===== src/flash_ctl_map.svh =====
// register bit positions, opcodes, reset values and internal cycle counts
`ifndef FLASH_CTL_MAP_SVH
`define FLASH_CTL_MAP_SVH
`define ST_BUSY 0
`define ST_WEL 1
`define ST_BP_LO 2
`define ST_BP_HI 5
`define ST_PINDIS 6
`define ST_SRP 7
`define SS_ERASE_SUSP 2
`define SS_PROG_SUSP 3
`define NV_RESET 8'h00
`define OP_WRITE_ENABLE_CMD 8'h06
`define OP_WRITE_DISABLE_CMD 8'h04
`define OP_STATUS_READ_CMD 8'h05
`define OP_SUSPEND_STATUS_READ_CMD 8'h09
`define OP_STATUS_WRITE_CMD 8'h01
`define OP_PP 8'h02
`define OP_SUSP 8'hb0
`define OP_RESUME 8'h30
`define OP_SE 8'h20
`define OP_BE 8'hd8
`define OP_CE1 8'hc7
`define OP_CE2 8'h60
`define OP_DP 8'hb9
`define OP_WAKE 8'hab
`define OP_OTP_IN 8'h3a
`define OP_READ 8'h03
`define CYC_STATUS_WRITE_CMD 16'd400
`define CYC_PP 16'd700
`define CYC_ERASE 16'd4000
`endif


===== src/flash_ctl_pkg.sv =====
// types for the serial flash command and protection block
package flash_ctl_pkg;
    typedef enum logic [3:0] {
        IDLE_S = 4'b0001,
        RUN_S = 4'b0010,
        SUSP_S = 4'b0100,
        SLEEP_S = 4'b1000
    } core_state_t;
    typedef enum logic [1:0] {
        JOB_STATUS_WRITE_CMD = 2'd0,
        JOB_PROG = 2'd1,
        JOB_ERASE = 2'd2
    } job_kind_t;
    typedef struct packed {
        logic valid;
        logic [7:0] opcode;
        logic [23:0] addr;
        logic [7:0] data0;
        logic [15:0] bytes;
        logic aligned;
    } frame_t;
endpackage : flash_ctl_pkg


===== src/flash_ctl.sv =====
// serial flash command decode, write protection, status and suspend logic
`timescale 1ns/1ps
`include "flash_ctl_map.svh"
//
// Contract
// - active while selected or cycle running
// - deep power-down ignores all but wake
// - busy flag set during internal cycles
// - modifying commands need write enable latch
// - latch cleared at reset and completions
// - protect bits make region read-only
// - protect decode lower/upper block table
// - pin disable bit ignores protect pin
// - hardware mode freezes protect bits
// - otp lock bit blocks otp writes
// - otp status write sets lock bit
// - erase suspended flag set and cleared
// - program suspended flag set and cleared
// - msb first, sample on rising edge
// - only status read commands stream data out
// - write commands need byte-aligned frame end
// - partial program byte does nothing
// - short program or wake ignored
// - erase needs exact 24-bit address
// - array access ignored while busy
// - status read repeats until deselect
// - output shifts on falling clock
module flash_ctl #(
    parameter int BLOCKS = 64
) (
    // system clock and reset
    input wire logic clk_in,
    input wire logic reset_n_in,
    // spi pins from the host
    input wire logic sel_n_in,
    input wire logic sck_in,
    input wire logic mosi_in,
    input wire logic wprot_n_in,
    output logic miso_out,
    output logic miso_oe_out,
    // state towards the array
    output logic active_out,
    output logic busy_out,
    output logic [7:0] status_out,
    output logic [7:0] susp_status_out,
    // accepted array jobs through a two-entry buffer
    output logic job_valid_out,
    input wire logic job_ready_in,
    output logic [1:0] job_kind_out,
    output logic [23:0] job_addr_out
);
    // two-stage synchronisers on the pins
    logic [3:0] pin_s1_r, pin_s2_r;
    always_ff @(posedge clk_in or negedge reset_n_in) begin
        if (!reset_n_in) begin
            // idle pin levels, so no false clock edge follows reset
            pin_s1_r <= 4'h9;
            pin_s2_r <= 4'h9;
        end else begin
            pin_s1_r <= {sel_n_in, sck_in, mosi_in, wprot_n_in};
            pin_s2_r <= pin_s1_r;
        end
    end
    logic sel_n, sck, mosi, wprot_n, sck_d_r, sel_d_r;
    assign {sel_n, sck, mosi, wprot_n} = pin_s2_r;
    always_ff @(posedge clk_in or negedge reset_n_in) begin
        if (!reset_n_in) begin
            sck_d_r <= 1'b0;
            sel_d_r <= 1'b1;
        end else begin
            sck_d_r <= sck;
            sel_d_r <= sel_n;
        end
    end
    logic rise, fall, frame_end;
    assign rise = !sel_n && sck && !sck_d_r;
    assign fall = !sel_n && !sck && sck_d_r;
    assign frame_end = sel_n && !sel_d_r;

    // input shifter, msb first on rising clock
    logic [2:0] bit_cnt_r;
    logic [15:0] byte_cnt_r;
    logic [7:0] sh_r, opcode_r, data0_r;
    logic [23:0] addr_r;
    always_ff @(posedge clk_in or negedge reset_n_in) begin
        if (!reset_n_in) begin
            bit_cnt_r <= 3'd0;
            byte_cnt_r <= 16'd0;
            sh_r <= 8'h00;
            opcode_r <= 8'h00;
            addr_r <= 24'h000000;
            data0_r <= 8'h00;
        end else if (sel_n) begin
            bit_cnt_r <= 3'd0;
            if (frame_end) byte_cnt_r <= byte_cnt_r;
            else byte_cnt_r <= 16'd0;
        end else if (rise) begin
            sh_r <= {sh_r[6:0], mosi};
            bit_cnt_r <= bit_cnt_r + 3'd1;
            if (bit_cnt_r == 3'd7) begin
                if (byte_cnt_r != 16'hffff) byte_cnt_r <= byte_cnt_r + 16'd1;
                case (byte_cnt_r)
                    16'd0: opcode_r <= {sh_r[6:0], mosi};
                    16'd1: addr_r[23:16] <= {sh_r[6:0], mosi};
                    16'd2: addr_r[15:8] <= {sh_r[6:0], mosi};
                    16'd3: addr_r[7:0] <= {sh_r[6:0], mosi};
                    16'd4: data0_r <= {sh_r[6:0], mosi};
                    default: ;
                endcase
                if (byte_cnt_r == 16'd1) data0_r <= {sh_r[6:0], mosi};
            end
        end
    end
    flash_ctl_pkg::frame_t fr;
    assign fr = '{valid: frame_end, opcode: opcode_r, addr: addr_r, data0: data0_r,
                  bytes: byte_cnt_r, aligned: (bit_cnt_r == 3'd0)};

    // protection registers and modes
    logic [3:0] bp_r;
    logic pindis_r, srp_r, wel_r, otp_r, otp_lock_r, esusp_r, psusp_r;
    flash_ctl_pkg::core_state_t st_r;
    flash_ctl_pkg::job_kind_t kind_r;
    logic [15:0] cyc_r;
    logic [7:0] status_write_cmd_val_r;
    logic hw_mode, busy;
    assign busy = (st_r == flash_ctl_pkg::RUN_S);
    assign hw_mode = srp_r && !wprot_n && !pindis_r;

    // block-protect region decode
    logic [5:0] blk;
    logic prot_hit;
    assign blk = fr.addr[21:16];
    always_comb begin
        prot_hit = 1'b0;
        case (bp_r[2:0])
            3'd0: prot_hit = 1'b0;
            3'd7: prot_hit = 1'b1;
            default: prot_hit = bp_r[3] ? (blk >= 6'(1 << (bp_r[2:0] - 3'd1)))
                                        : (blk < 6'(BLOCKS - (1 << (bp_r[2:0] - 3'd1))));
        endcase
    end

    // acceptance of a finished frame
    logic wel_ok, aligned, do_write_enable_cmd, do_write_disable_cmd, do_status_write_cmd, do_pp, do_erase, do_ce, do_dp, do_wake;
    logic do_susp, do_resume, do_otp, sleeping, buf_ready;
    assign sleeping = (st_r == flash_ctl_pkg::SLEEP_S);
    // only idle takes new work, so a suspended job never loses its slot
    assign aligned = fr.valid && fr.aligned && st_r == flash_ctl_pkg::IDLE_S;
    assign wel_ok = wel_r;
    assign do_write_enable_cmd = aligned && fr.opcode == `OP_WRITE_ENABLE_CMD && fr.bytes == 16'd1;
    assign do_write_disable_cmd = aligned && fr.opcode == `OP_WRITE_DISABLE_CMD && fr.bytes == 16'd1;
    assign do_dp = aligned && fr.opcode == `OP_DP && fr.bytes == 16'd1;
    assign do_otp = aligned && fr.opcode == `OP_OTP_IN && fr.bytes == 16'd1;
    assign do_status_write_cmd = aligned && fr.opcode == `OP_STATUS_WRITE_CMD && fr.bytes == 16'd2 && wel_ok
                     && (otp_r || !hw_mode) && buf_ready;
    assign do_pp = aligned && fr.opcode == `OP_PP && fr.bytes >= 16'd5 && wel_ok
                   && (otp_r ? !otp_lock_r : !prot_hit) && buf_ready;
    assign do_erase = aligned && (fr.opcode == `OP_SE || fr.opcode == `OP_BE)
                      && fr.bytes == 16'd4 && wel_ok
                      && (otp_r ? !otp_lock_r : !prot_hit) && buf_ready;
    assign do_ce = aligned && (fr.opcode == `OP_CE1 || fr.opcode == `OP_CE2)
                   && fr.bytes == 16'd1 && wel_ok && bp_r[2:0] == 3'd0 && buf_ready;
    assign do_wake = fr.valid && sleeping && fr.opcode == `OP_WAKE && fr.bytes >= 16'd1;
    assign do_susp = fr.valid && busy && fr.opcode == `OP_SUSP && kind_r != flash_ctl_pkg::JOB_STATUS_WRITE_CMD;
    assign do_resume = fr.valid && st_r == flash_ctl_pkg::SUSP_S && fr.opcode == `OP_RESUME;

    // internal cycle sequencer and power state
    always_ff @(posedge clk_in or negedge reset_n_in) begin
        if (!reset_n_in) begin
            st_r <= flash_ctl_pkg::IDLE_S;
            kind_r <= flash_ctl_pkg::JOB_STATUS_WRITE_CMD;
            cyc_r <= 16'd0;
        end else begin
            case (st_r)
                flash_ctl_pkg::IDLE_S: begin
                    if (do_dp) st_r <= flash_ctl_pkg::SLEEP_S;
                    else if (do_status_write_cmd || do_pp || do_erase || do_ce) begin
                        st_r <= flash_ctl_pkg::RUN_S;
                        kind_r <= do_status_write_cmd ? flash_ctl_pkg::JOB_STATUS_WRITE_CMD
                                : do_pp ? flash_ctl_pkg::JOB_PROG : flash_ctl_pkg::JOB_ERASE;
                        cyc_r <= do_status_write_cmd ? `CYC_STATUS_WRITE_CMD : do_pp ? `CYC_PP : `CYC_ERASE;
                    end
                end
                flash_ctl_pkg::RUN_S: begin
                    if (do_susp) st_r <= flash_ctl_pkg::SUSP_S;
                    else if (cyc_r <= 16'd1) st_r <= flash_ctl_pkg::IDLE_S;
                    else cyc_r <= cyc_r - 16'd1;
                end
                flash_ctl_pkg::SUSP_S: if (do_resume) st_r <= flash_ctl_pkg::RUN_S;
                flash_ctl_pkg::SLEEP_S: if (do_wake) st_r <= flash_ctl_pkg::IDLE_S;
                default: st_r <= flash_ctl_pkg::IDLE_S;
            endcase
        end
    end

    // suspend flags
    always_ff @(posedge clk_in or negedge reset_n_in) begin
        if (!reset_n_in) begin
            esusp_r <= 1'b0;
            psusp_r <= 1'b0;
        end else if (do_susp) begin
            esusp_r <= (kind_r == flash_ctl_pkg::JOB_ERASE);
            psusp_r <= (kind_r == flash_ctl_pkg::JOB_PROG);
        end else if (do_resume) begin
            esusp_r <= 1'b0;
            psusp_r <= 1'b0;
        end
    end

    // write enable latch
    logic cyc_done;
    assign cyc_done = busy && !do_susp && cyc_r <= 16'd1;
    always_ff @(posedge clk_in or negedge reset_n_in) begin
        if (!reset_n_in) wel_r <= 1'b0;
        else if (do_write_enable_cmd) wel_r <= 1'b1;
        else if (do_write_disable_cmd || cyc_done) wel_r <= 1'b0;
    end

    // non-volatile status bits, committed at the end of the write cycle
    always_ff @(posedge clk_in or negedge reset_n_in) begin
        if (!reset_n_in) begin
            {srp_r, pindis_r, bp_r} <= 6'(`NV_RESET);
            otp_r <= 1'b0;
            otp_lock_r <= 1'b0;
            status_write_cmd_val_r <= 8'h00;
        end else begin
            if (do_otp) otp_r <= 1'b1;
            else if (do_write_disable_cmd) otp_r <= 1'b0;
            if (do_status_write_cmd) status_write_cmd_val_r <= fr.data0;
            if (cyc_done && kind_r == flash_ctl_pkg::JOB_STATUS_WRITE_CMD) begin
                if (otp_r) otp_lock_r <= 1'b1;
                else begin
                    bp_r <= status_write_cmd_val_r[`ST_BP_HI:`ST_BP_LO];
                    pindis_r <= status_write_cmd_val_r[`ST_PINDIS];
                    srp_r <= status_write_cmd_val_r[`ST_SRP];
                end
            end
        end
    end

    // status images
    always_comb begin
        status_out = {otp_r ? otp_lock_r : srp_r, pindis_r, bp_r, wel_r, busy};
        susp_status_out = 8'h00;
        susp_status_out[`SS_ERASE_SUSP] = esusp_r;
        susp_status_out[`SS_PROG_SUSP] = psusp_r;
    end
    assign busy_out = busy;
    assign active_out = !sel_n || busy;

    // output shifter on falling clock, status repeats until deselect
    logic [7:0] out_sh_r;
    logic out_en_r;
    always_ff @(posedge clk_in or negedge reset_n_in) begin
        if (!reset_n_in) begin
            out_sh_r <= 8'h00;
            out_en_r <= 1'b0;
        end else if (sel_n) out_en_r <= 1'b0;
        else if (fall && bit_cnt_r == 3'd0 && byte_cnt_r != 16'd0 && !sleeping) begin
            out_en_r <= (opcode_r == `OP_STATUS_READ_CMD || opcode_r == `OP_SUSPEND_STATUS_READ_CMD);
            out_sh_r <= (opcode_r == `OP_SUSPEND_STATUS_READ_CMD) ? susp_status_out : status_out;
        end else if (fall && out_en_r) out_sh_r <= {out_sh_r[6:0], 1'b0};
    end
    assign miso_out = out_sh_r[7];
    assign miso_oe_out = out_en_r;

    // two-entry job buffer towards the array
    logic [25:0] buf_q [2];
    logic [1:0] cnt_r;
    logic push, pop;
    assign buf_ready = (cnt_r != 2'd2);
    assign push = do_pp || do_erase || do_ce || do_status_write_cmd;
    assign pop = job_valid_out && job_ready_in;
    always_ff @(posedge clk_in or negedge reset_n_in) begin
        if (!reset_n_in) begin
            cnt_r <= 2'd0;
            buf_q[0] <= 26'h0;
            buf_q[1] <= 26'h0;
        end else begin
            if (pop) buf_q[0] <= buf_q[1];
            if (push) buf_q[(pop ? cnt_r - 2'd1 : cnt_r) == 2'd0 ? 0 : 1] <=
                {do_status_write_cmd ? 2'd0 : do_pp ? 2'd1 : 2'd2, fr.addr};
            cnt_r <= cnt_r + 2'(push) - 2'(pop);
        end
    end
    assign job_valid_out = (cnt_r != 2'd0);
    assign {job_kind_out, job_addr_out} = buf_q[0];

    // checks
    a_wel_gate_pp: assert property (@(posedge clk_in) disable iff (!reset_n_in)
        $rose(busy_out) |-> $past(wel_r)) else $error("cycle started without latch");
    a_busy_after_go: assert property (@(posedge clk_in) disable iff (!reset_n_in)
        (st_r == flash_ctl_pkg::IDLE_S && do_erase) |=> busy_out) else $error("no busy");
    a_sleep_hold: assert property (@(posedge clk_in) disable iff (!reset_n_in)
        (sleeping && !do_wake) |=> sleeping) else $error("left sleep");
    a_wel_clear_end: assert property (@(posedge clk_in) disable iff (!reset_n_in)
        cyc_done |=> !wel_r) else $error("latch kept");
    a_prot_refuse: assert property (@(posedge clk_in) disable iff (!reset_n_in)
        (prot_hit && !otp_r) |-> !do_pp && !do_erase) else $error("protected write");
    a_hw_freeze: assert property (@(posedge clk_in) disable iff (!reset_n_in)
        (hw_mode && !otp_r) |-> !do_status_write_cmd) else $error("frozen bits written");
    a_susp_flag: assert property (@(posedge clk_in) disable iff (!reset_n_in)
        (do_susp && kind_r == flash_ctl_pkg::JOB_ERASE) |=> esusp_r) else $error("no flag");
    a_psusp_flag: assert property (@(posedge clk_in) disable iff (!reset_n_in)
        do_resume |=> !psusp_r && !esusp_r) else $error("flag kept");
    a_align_need: assert property (@(posedge clk_in) disable iff (!reset_n_in)
        (fr.valid && !fr.aligned) |-> !push) else $error("ragged frame taken");
    c_prog: cover property (@(posedge clk_in) do_pp);
    c_susp: cover property (@(posedge clk_in) do_susp);
    c_sleep: cover property (@(posedge clk_in) do_wake);
    c_full: cover property (@(posedge clk_in) !buf_ready);
endmodule : flash_ctl


===== config.mk =====
export PLATFORM = sky130hd
export DESIGN_NAME = flash_ctl
export DESIGN_NICKNAME = d
export VERILOG_FILES = /design/src/flash_ctl_pkg.sv /design/src/flash_ctl.sv
export VERILOG_INCLUDE_DIRS = /design/src /design/src/src
export SDC_FILE = /design/constraint.sdc
export NUM_CORES = 1
export LEC_CHECK = 0
export BUFFER_PORTS_ARGS = -buffer_cell sky130_fd_sc_hd__buf_2
export CAP_MARGIN = 10
export CORE_MARGIN = 5
export CORE_UTILIZATION = 60
export CTS_BUF_LIST = sky130_fd_sc_hd__clkbuf_16
export CTS_CLUSTER_DIAMETER = 50
export DETAILED_ROUTE_END_ITERATION = 6
export PLACE_DENSITY = 0.8
export SLEW_MARGIN = 20
export SYNTH_ARGS = -nofsm -noshare
export SYNTH_HDL_FRONTEND = slang
export SYNTH_SLANG_ARGS = --single-unit

===== constraint.sdc =====
create_clock -name clk_in -period 7.8 [get_ports clk_in]
set_input_delay 1.56 -clock clk_in [delete_from_list [all_inputs] [get_ports clk_in]]
set_output_delay 1.56 -clock clk_in [all_outputs]
set_load 0.05 [all_outputs]

==> Yosys cells after proc, flatten, opt, wreduce, memory -nomap -nowiden <==
Cells that the tools add are included.
{ "totals": {"reg_bits": 180, "wordCells": 243} }
{ "op_classes": {"addsub": 8, "magnitude_cmp": 7, "eq_ne": 38, "shift": 1, "muxes": 48, "bitwise_logic": 4, "n_reduce_logical": 108} }
{ "ops": {"columns": ["cell", "n"], "rows": [
  ["$mux 16", 9],
  ["$logic_and 1x1->1", 54],
  ["$bwmux 52", 1],
  ["$mux 26", 2],
  ["$mux 52", 1],
  ["$eq 8x8->1 const B", 5],
  ["$mux 8", 5],
  ["$eq 16x2->1 const B", 2],
  ["$ge 32x2->1 const B", 1],
  ["$lt 32x1->1 const B", 1],
  ["$not 1->32", 1],
  ["$pmux 16 s2", 1],
  ["$reduce_and 4->1", 7],
  ["$demux 26 s1", 1],
  ["$eq 8x3->1 const B", 3],
  ["$eq 8x6->1 const B", 3],
  ["$mux 12", 2],
  ["$mux 4", 6],
  ["$reduce_bool 2->1", 12],
  ["$add 16x1->16 const B", 1],
  ["$eq 16x1->1 const B", 1],
  ["$eq 16x3->1 const B", 1],
  ["$ge 16x1->1 const B", 1],
  ["$ge 16x3->1 const B", 1],
  ["other kinds (42)", 92]
]} }

==> Depth between registers and ports, before layout <==
Gate-level depths: netlist (run 1).
{ "depth": {"depth_word": 16, "ltp_mapped": 17, "ltp_nobuf": 16} }

==> Worst setup path before layout (run 1) <==
No wires, ideal clock.
{ "synth_timing": {"path_type": "register to register", "start": "register bp_r[1]", "end": "register with a tool-made name", "t_arrival_ns": 3.741, "t_required_ns": 7.673, "path_slack_ns": 3.932, "path_stages_with_launch": 16, "n_path_buf": 3, "synth_period_minus_slack_ns": 3.868, "path_cell_list": "dfrtp_1 > clkbuf_1 > or3b_2 > ha_1 > nand3_1 > o21ai_0 > ha_1 > and4_1 > o21ai_0 > a31oi_1 > o221a_2 > a211oi_1 > nor2b_1 > buf_4 > buf_6 > mux2_1"} }
{ "synth_rtl": {"columns": ["element", "line", "source"], "rows": [
  ["from (decl)", "flash_ctl.sv:119", "logic [3:0] bp_r;"],
  ["from (signal assigned)", "flash_ctl.sv:222", "{srp_r, pindis_r, bp_r} <= 6'(`NV_RESET);"],
  ["from (signal assigned)", "flash_ctl.sv:233", "bp_r <= status_write_cmd_val_r[`ST_BP_HI:`ST_BP_LO];"]
]} }

==> Worst setup path in the final report (run 1) <==
{ "layout_timing": {"start": "register bp_r[1]", "end": "register buf_q, in the netlist job_addr_out[13]"} }
{ "layout_via": {"elab_chain_cells": 14, "word_cells_on_any_way": 21} }
{ "layout_rtl": {"columns": ["element", "line", "source"], "rows": [
  ["$sub 3x1->3", "flash_ctl.sv:138, flash_ctl.sv:139", null],
  ["$shl 1x3->6", "flash_ctl.sv:138, flash_ctl.sv:139", null],
  ["$sub 1x6->6", "flash_ctl.sv:139", ": (blk < 6'(BLOCKS - (1 << (bp_r[2:0] - 3'd1))));"],
  ["$lt 6x6->1", "flash_ctl.sv:139", null],
  ["$mux 1", "flash_ctl.sv:138", "default: prot_hit = bp_r[3] ? (blk >= 6'(1 << (bp_r[2:0] - 3'd1)))"],
  ["$pmux 1 s2", "flash_ctl.sv:135", "case (bp_r[2:0])"],
  ["$logic_not 1->1", "flash_ctl.sv:157, flash_ctl.sv:160", null],
  ["$mux 1", "flash_ctl.sv:157, flash_ctl.sv:160", null],
  ["$logic_and 1x1->1 (on tied branches) (2 in series)", "flash_ctl.sv:156, flash_ctl.sv:158", null],
  ["$logic_or 1x1->1", "flash_ctl.sv:272", "assign push = do_pp || do_erase || do_ce || do_status_write_cmd;"],
  ["$logic_or 1x1->1 * (2 in series)", "flash_ctl.sv:272", null],
  ["$mux 52 *", "flash_ctl.sv:281", "if (push) buf_q[(pop ? cnt_r - 2'd1 : cnt_r) == 2'd0 ? 0 : 1] <="],
  ["to (signal, indexed assignment)", "flash_ctl.sv:281", null],
  ["to (decl)", "flash_ctl.sv:268", "logic [25:0] buf_q [2];"]
]} }
Mark *: on every way between the ends. The rest lies on a longest branch, timed or not.
A chain may end at the register's enable or synchronous reset.

==> impl_metrics.yaml, run 1 <==
synthesis:
  yosysTopAreaCell: "dfrtp_1"
  async_flop_share_pct: 100
  yosys.cell_count.top_type: "dfrtp_1"
  dominantRegCellSynth: "dfrtp_1"
  ys_seq_elements: 176
  netlist_area_sq_mm: 0.00908
  synth_top_area_share_pct: 46.9
  synth_area_leaders: "dfrtp_1 47%, mux2_2 7.3%, mux2i_1 4.2%"
  netlist_instances: 854
  synth_edf_count: 0
  ys_types: 78
  ys_warn_count: 0
  synth_common_cells: "170 x dfrtp_1, 92 x nand2_1, 59 x mux2_2"
  synth.avg_cell_area_sq_um: 10.6
  ys_seq_area_share_pct: 48.6
timing:
  setup_violations: 0
  fmax_ghz: 0.227
  tightest_slew_ns: 1.07
  min_period_ns: 4.41
  fin_ws_ns: 3.39
  slew_viol_final: 0
  fin_setup_tns_ns: 0
  relSlewSlack_pct: 28.7
  hold_violations: 0
  skew_ns: 0.00976
  period_share_pct: 56.5
  rsz0062_at_grt: "false"
drt:
  dr_total_vias: 6533
  wl_met3_um: 901
  topRoutingLayerUsed: "met4"
  wl_per_cell_um: 18.3
  first_pass_iters: 7
  routed-wl-met2_um: 9490
  ant_nets: 0
  routed_via_density: 6.16
  drt-total-wl_um: 19500
  dr.first_iter.drc_count: 549
  drc: 0
  drt-met1-wl_um: 8490
clocking:
  hold_buffers: 0
  clk_latency_ns: 0.43
  cts_tree: "built"
  clkTransAtPathRegs_ns: 0.07
  postCtsSetupBuffers: 0
  htreeDepth: 4
  cts_resized: 0
  clk_path_buf_depth: 2
  cts_buffers: 17
  cts_sinks: 176
  cts_root_buf: "clkbuf_16"
power_and_ir_drop:
  cellLeakagePower_nw: 4.86
  total_power_mw: 2.03
  max-vdd-ir-drop_mv: 0.159
  p_per_area_mw_per_mm2: 208
placement:
  place_area_sq_mm: 0.00919
  hpwl_um: 13400
  globalplace.congestion: 0.934
  dp_slack_ns: 3.46
  portBuffers: 47
final_layout:
  fin_nets: 893
  antenna_cells: 0
  drive_gt1_share_pct: 20.2
  syn_to_final_growth_pct: 7.76
  multi_input_area_sq_mm: 0.00416
  fillers: 1140
  seqCellArea_sq_mm: 0.00441
  final_design_area_no_fill_sq_mm: 0.00978
grt:
  grt_pass1_vias: 6370
  grt_usage_pct: 23.0
  grt_max_degree: 65
  grt_pass1_wl_um: 32600
  grt_antenna_before_repair: 0
  gr-total-overflow: 0
setup_path:
  arrival_ns: 4.66
  worstPathCellList: "or3b_2 -> ha_1 -> nand3_1 -> o21ai_0 -> ha_1 -> and4_1 -> o21ai_0 -> a31oi_1 -> o221a_2 -> a211oi_4 -> buf_4 -> or2_1 -> a21oi_1"
  cp-start-kind: "flop"
  worst_ep_required_time_ns: 8.06
  cp_slowest_stage_delay_ns: 0.84
  cp_max_fo: 40
  path_class: "flop to flop"
  end_kind: "flop"
  slowest_stage: "or2_1"
floorplan:
  fp-row-count: 45
  die_x_um: 133
  dieArea_sq_mm: 0.0177
  io_pins: 54
  die_h_um: 133
  start_util_pct: 60.4
  core_area_sq_mm: 0.0150
run_status:
  status: "finished clean"
job:
  maxCapViolations: 0
worst_hold_path:
  hp-class: "flop to flop"
==> per-stage QoR <==
step / std cells / hold slack (ns) / util, %
2_1_floorplan: 859 / 0.331 / -
3_3_place_gp: 1028 / 0.334 / 61.1
3_5_place_dp: 1028 / 0.335 / 61.1
4_1_cts: 1060 / 0.346 / 65.0
5_1_grt: 1061 / 0.343 / 65.1
6_report: 1061 / 0.345 / 65.1
==> where the power goes <==
| group | switching [mW] | internal [mW] |
|---|---|---|
| logic | 0.129 | 0.0641 |
| clock network | 0.370 | 0.478 |
| registers | 0.0528 | 0.940 |
| total | 0.551 | 1.48 |
==> layer usage <==
metal / global-route usage [%] / vias up
li1: - / 3019
met1: 31.3 / 3264
met2: 36.7 / 198
met3: 4.64 / 52
met4: 8.60 / 0
met5: 0 / -
==> worst paths after layout <==
check	start	end	slack (ns)	cells after the start
min	pin_s1_r[2]$_DFF_PN0_	pin_s2_r[2]$_DFF_PN0_	0.35	0
max	bp_r[1]$_DFFE_PN0P_	job_addr_out[13]$_DFF_PN0_	3.39	13
min in group asynchronous	reset_n_in	job_addr_out[19]$_DFF_PN0_	1.10	1
max reg2reg	bp_r[1]$_DFFE_PN0P_	job_addr_out[13]$_DFF_PN0_	3.39	13
max in group asynchronous	reset_n_in	byte_cnt_r[11]$_DFFE_PN0P_	5.55	2
min reg2reg	pin_s1_r[2]$_DFF_PN0_	pin_s2_r[2]$_DFF_PN0_	0.35	0
==> placed cells by master, fill, tap and decap left out, types with 11 or more instances in the layout <==
| master | n |
|---|---|
| nand2b_1 | 15 |
| clkbuf_16 | 17 |
| nor2_1 | 44 |
| buf_2 | 46 |
| dfrtp_1 | 170 |
| a21oi_1 | 43 |
| o21ai_0 | 22 |
| nand2_1 | 92 |
| mux2_2 | 59 |
| nand4_1 | 11 |
| ha_1 | 26 |
| mux2_1 | 19 |
| nor3_1 | 39 |
| mux2i_1 | 38 |
| inv_1 | 30 |
| nand3_1 | 22 |
==> final cells by class <==
cell class	instances	area share (%)
Multi-Input combinational cell	584	42.5
Sequential cell	176	45.1
Inverter	27	1.04
Clock inverter	15	1.64
Clock buffer	17	4.35
Timing Repair Buffer	54	3.01
Tap cell	188	2.40
==> worst max-delay path: cells and delay by family, from the launching register on <==
kind / cells / cell delay, ns
AO/OA/AOI/OAI: 6 / 1.06
adder cells (fa/ha/maj): 2 / 0.56
buffers and inverters: 1 / 0.42
flip-flops: 1 / 0.55
AND/OR/NAND/NOR: 4 / 1.62
==> cells by family (layout without fill, tap and decap cells) <==
| kind of cell | after synthesis | count (layout) | share of synthesized area, % |
|---|---|---|---|
| buf+inv | 99 | 113 | 6.16 |
| simple gates | 292 | 292 | 17.0 |
| flops | 176 | 176 | 48.6 |
| xor+xnor | 18 | 18 | 1.74 |
| other cells | 1 | 6 | 0.0413 |
| fa+ha+maj | 26 | 26 | 3.58 |
| compound gates | 126 | 126 | 9.03 |
| mux | 116 | 116 | 13.9 |
Note: power is estimated with default switching activity, not from simulation.
==> inputs of run 2 (changes only) <==
- CORE_UTILIZATION: 60 -> 55
- PLACE_DENSITY: 0.8 -> 0.77
- clock period: 7.8 -> 3.98 ns (I/O delays scaled with it)
==> impl_metrics.yaml, run 2 (synthesis results as in run 1) <==
run_status:
  status: "finished clean"
final_layout:
  layout_common_cells: "169 x dfrtp_1, 92 x nand2_1, 59 x mux2_2, 46 x buf_2, 44 x nor2_1"
  seqCellArea_sq_mm: 0.00441
  fin_cells: 1104
  fin_util_pct: 60.7
  drive_gt1_share_pct: 21.4
  mostFrequentLayoutCell: "dfrtp_1"
  fin_nets: 904
  antenna_cells: 0
  syn_to_final_growth_pct: 9.71
  multi_input_area_sq_mm: 0.00416
  fillers: 1336
timing:
  skew_ns: 0.0131
  tightest_slew_ns: 1.14
  finalHoldWorstSlack_ns: 0.342
  fmax_ghz: 0.275
  min_period_ns: 3.63
  fin_setup_tns_ns: 0
  period_share_pct: 91.2
  relSlewSlack_pct: 23.9
  setup_violations: 0
  hold_violations: 0
  rsz0062_at_grt: "false"
  slew_viol_final: 0
placement:
  placed_cells: 1072
  hpwl_um: 13300
  portBuffers: 47
  globalplace.congestion: 0.891
power_and_ir_drop:
  switching_power_mw: 1.12
  seq_power_share_pct: 47.1
  max-vdd-ir-drop_mv: 0.333
  p_per_area_mw_per_mm2: 412
  cellLeakagePower_nw: 4.93
  power_frac_comb_pct: 9.5
  p_int_mw: 2.98
  swShare_pct: 27.3
  p_clk_share_pct: 43.4
drt:
  first_pass_iters: 5
  dr.first_iter.drc_count: 439
  drt-total-wl_um: 19500
  dr_total_vias: 6447
  wl_per_cell_um: 17.6
  drc: 0
  ant_nets: 0
  routed_via_density: 5.84
setup_path:
  end_kind: "flop"
  path_class: "flop to flop"
  cp_max_fo: 8
  cp-start-kind: "flop"
  arrival_ns: 3.99
  worst_ep_required_time_ns: 4.34
clocking:
  htreeDepth: 4
  cts_tree: "built"
  clk_latency_ns: 0.44
  hold_buffers: 0
  cts_resized: 0
  clk_path_buf_depth: 2
  cts_buffers: 17
  cts_sinks: 176
  postCtsSetupBuffers: 0
  clkTransAtPathRegs_ns: 0.07
  cts_root_buf: "clkbuf_16"
floorplan:
  core_area_sq_mm: 0.0164
  dieArea_sq_mm: 0.0192
  die_h_um: 138
  io_pins: 54
  fp-row-count: 47
  start_util_pct: 55.3
  die_x_um: 138
grt:
  grt_max_degree: 70
  grt_antenna_before_repair: 0
  grt_usage_pct: 21.1
  gr-total-overflow: 0
  grt_pass1_wl_um: 33400
  grt_pass1_vias: 6563
worst_hold_path:
  hp-class: "input port to asynchronous set/reset pin"
job:
  maxCapViolations: 0
==> run 2: cell types whose count changed in the layout (fill, tap and decap cells not counted), moves of 2 or more <==
cell	delta
buf_4	+10
clkinv_4	-2
inv_1	-2
inv_8	+2
==> run 2: worst paths after layout <==
check	start	end	slack, ns	depth (start not counted)
max	bp_r[0]$_DFFE_PN0P_	cnt_r[1]$_DFF_PN0_	0.35	16
min	reset_n_in	job_addr_out[18]$_DFF_PN0_	0.34	1
min reg2reg	pin_s1_r[2]$_DFF_PN0_	pin_s2_r[2]$_DFF_PN0_	0.36	0
max in group asynchronous	reset_n_in	opcode_r[3]$_DFFE_PN0P_	2.67	2
max reg2reg	bp_r[0]$_DFFE_PN0P_	cnt_r[1]$_DFF_PN0_	0.35	16
min in group clk_in	pin_s1_r[2]$_DFF_PN0_	pin_s2_r[2]$_DFF_PN0_	0.36	0
==> run 2: cell type report <==
type	count	share of cell area, %
Clock buffer	17	4.27
Inverter	27	1.02
Sequential cell	176	44.3
Tap cell	220	2.76
Timing Repair Buffer	65	3.91
Multi-Input combinational cell	584	41.7
Clock inverter	15	2.02
==> run 2: layer usage <==
metal  global-route usage, %  part of all wire (%)
met1                    28.3                    44
met2                    34.9                    50
met3                    3.97                   3.8
met4                    7.18                   1.6
met5                       0                     0
==> run 2: power by group through the flow <==
stage / combinational (mW) / clock, mW / sequential [mW]
2_1_floorplan: 0.278 / 0 / 1.92
3_3_place_gp: 0.380 / 0 / 1.96
3_5_place_dp: 0.391 / 0 / 1.97
4_1_cts: 0.392 / 1.81 / 1.93
5_1_grt: 0.421 / 1.88 / 1.94
6_report: 0.389 / 1.78 / 1.93
==> run 2: per-stage QoR <==
step	worst slack, ns	total power, mW	cell area [sq um]
2_1_floorplan	0.112	2.20	9100
3_3_place_gp	0.422	2.34	9330
3_5_place_dp	0.283	2.36	9330
4_1_cts	0.270	4.13	9960
5_1_grt	0.0276	4.24	9960
6_report	0.349	4.10	9960
==> run 2: worst max-delay path: stages, from the launching register on <==
cell and delay [ns]:
dfrtp_1 0.45, or3b_2 0.52, ha_1 0.25, nand3_1 0.08, o21ai_0 0.09, ha_1 0.29, and4_1 0.19, o21ai_0 0.08
a31oi_1 0.27, nor2_1 0.09, o311ai_1 0.32, inv_1 0.10, ha_1 0.28, inv_1 0.05, ha_1 0.19, xnor2_1 0.18
xnor2_1 0.14
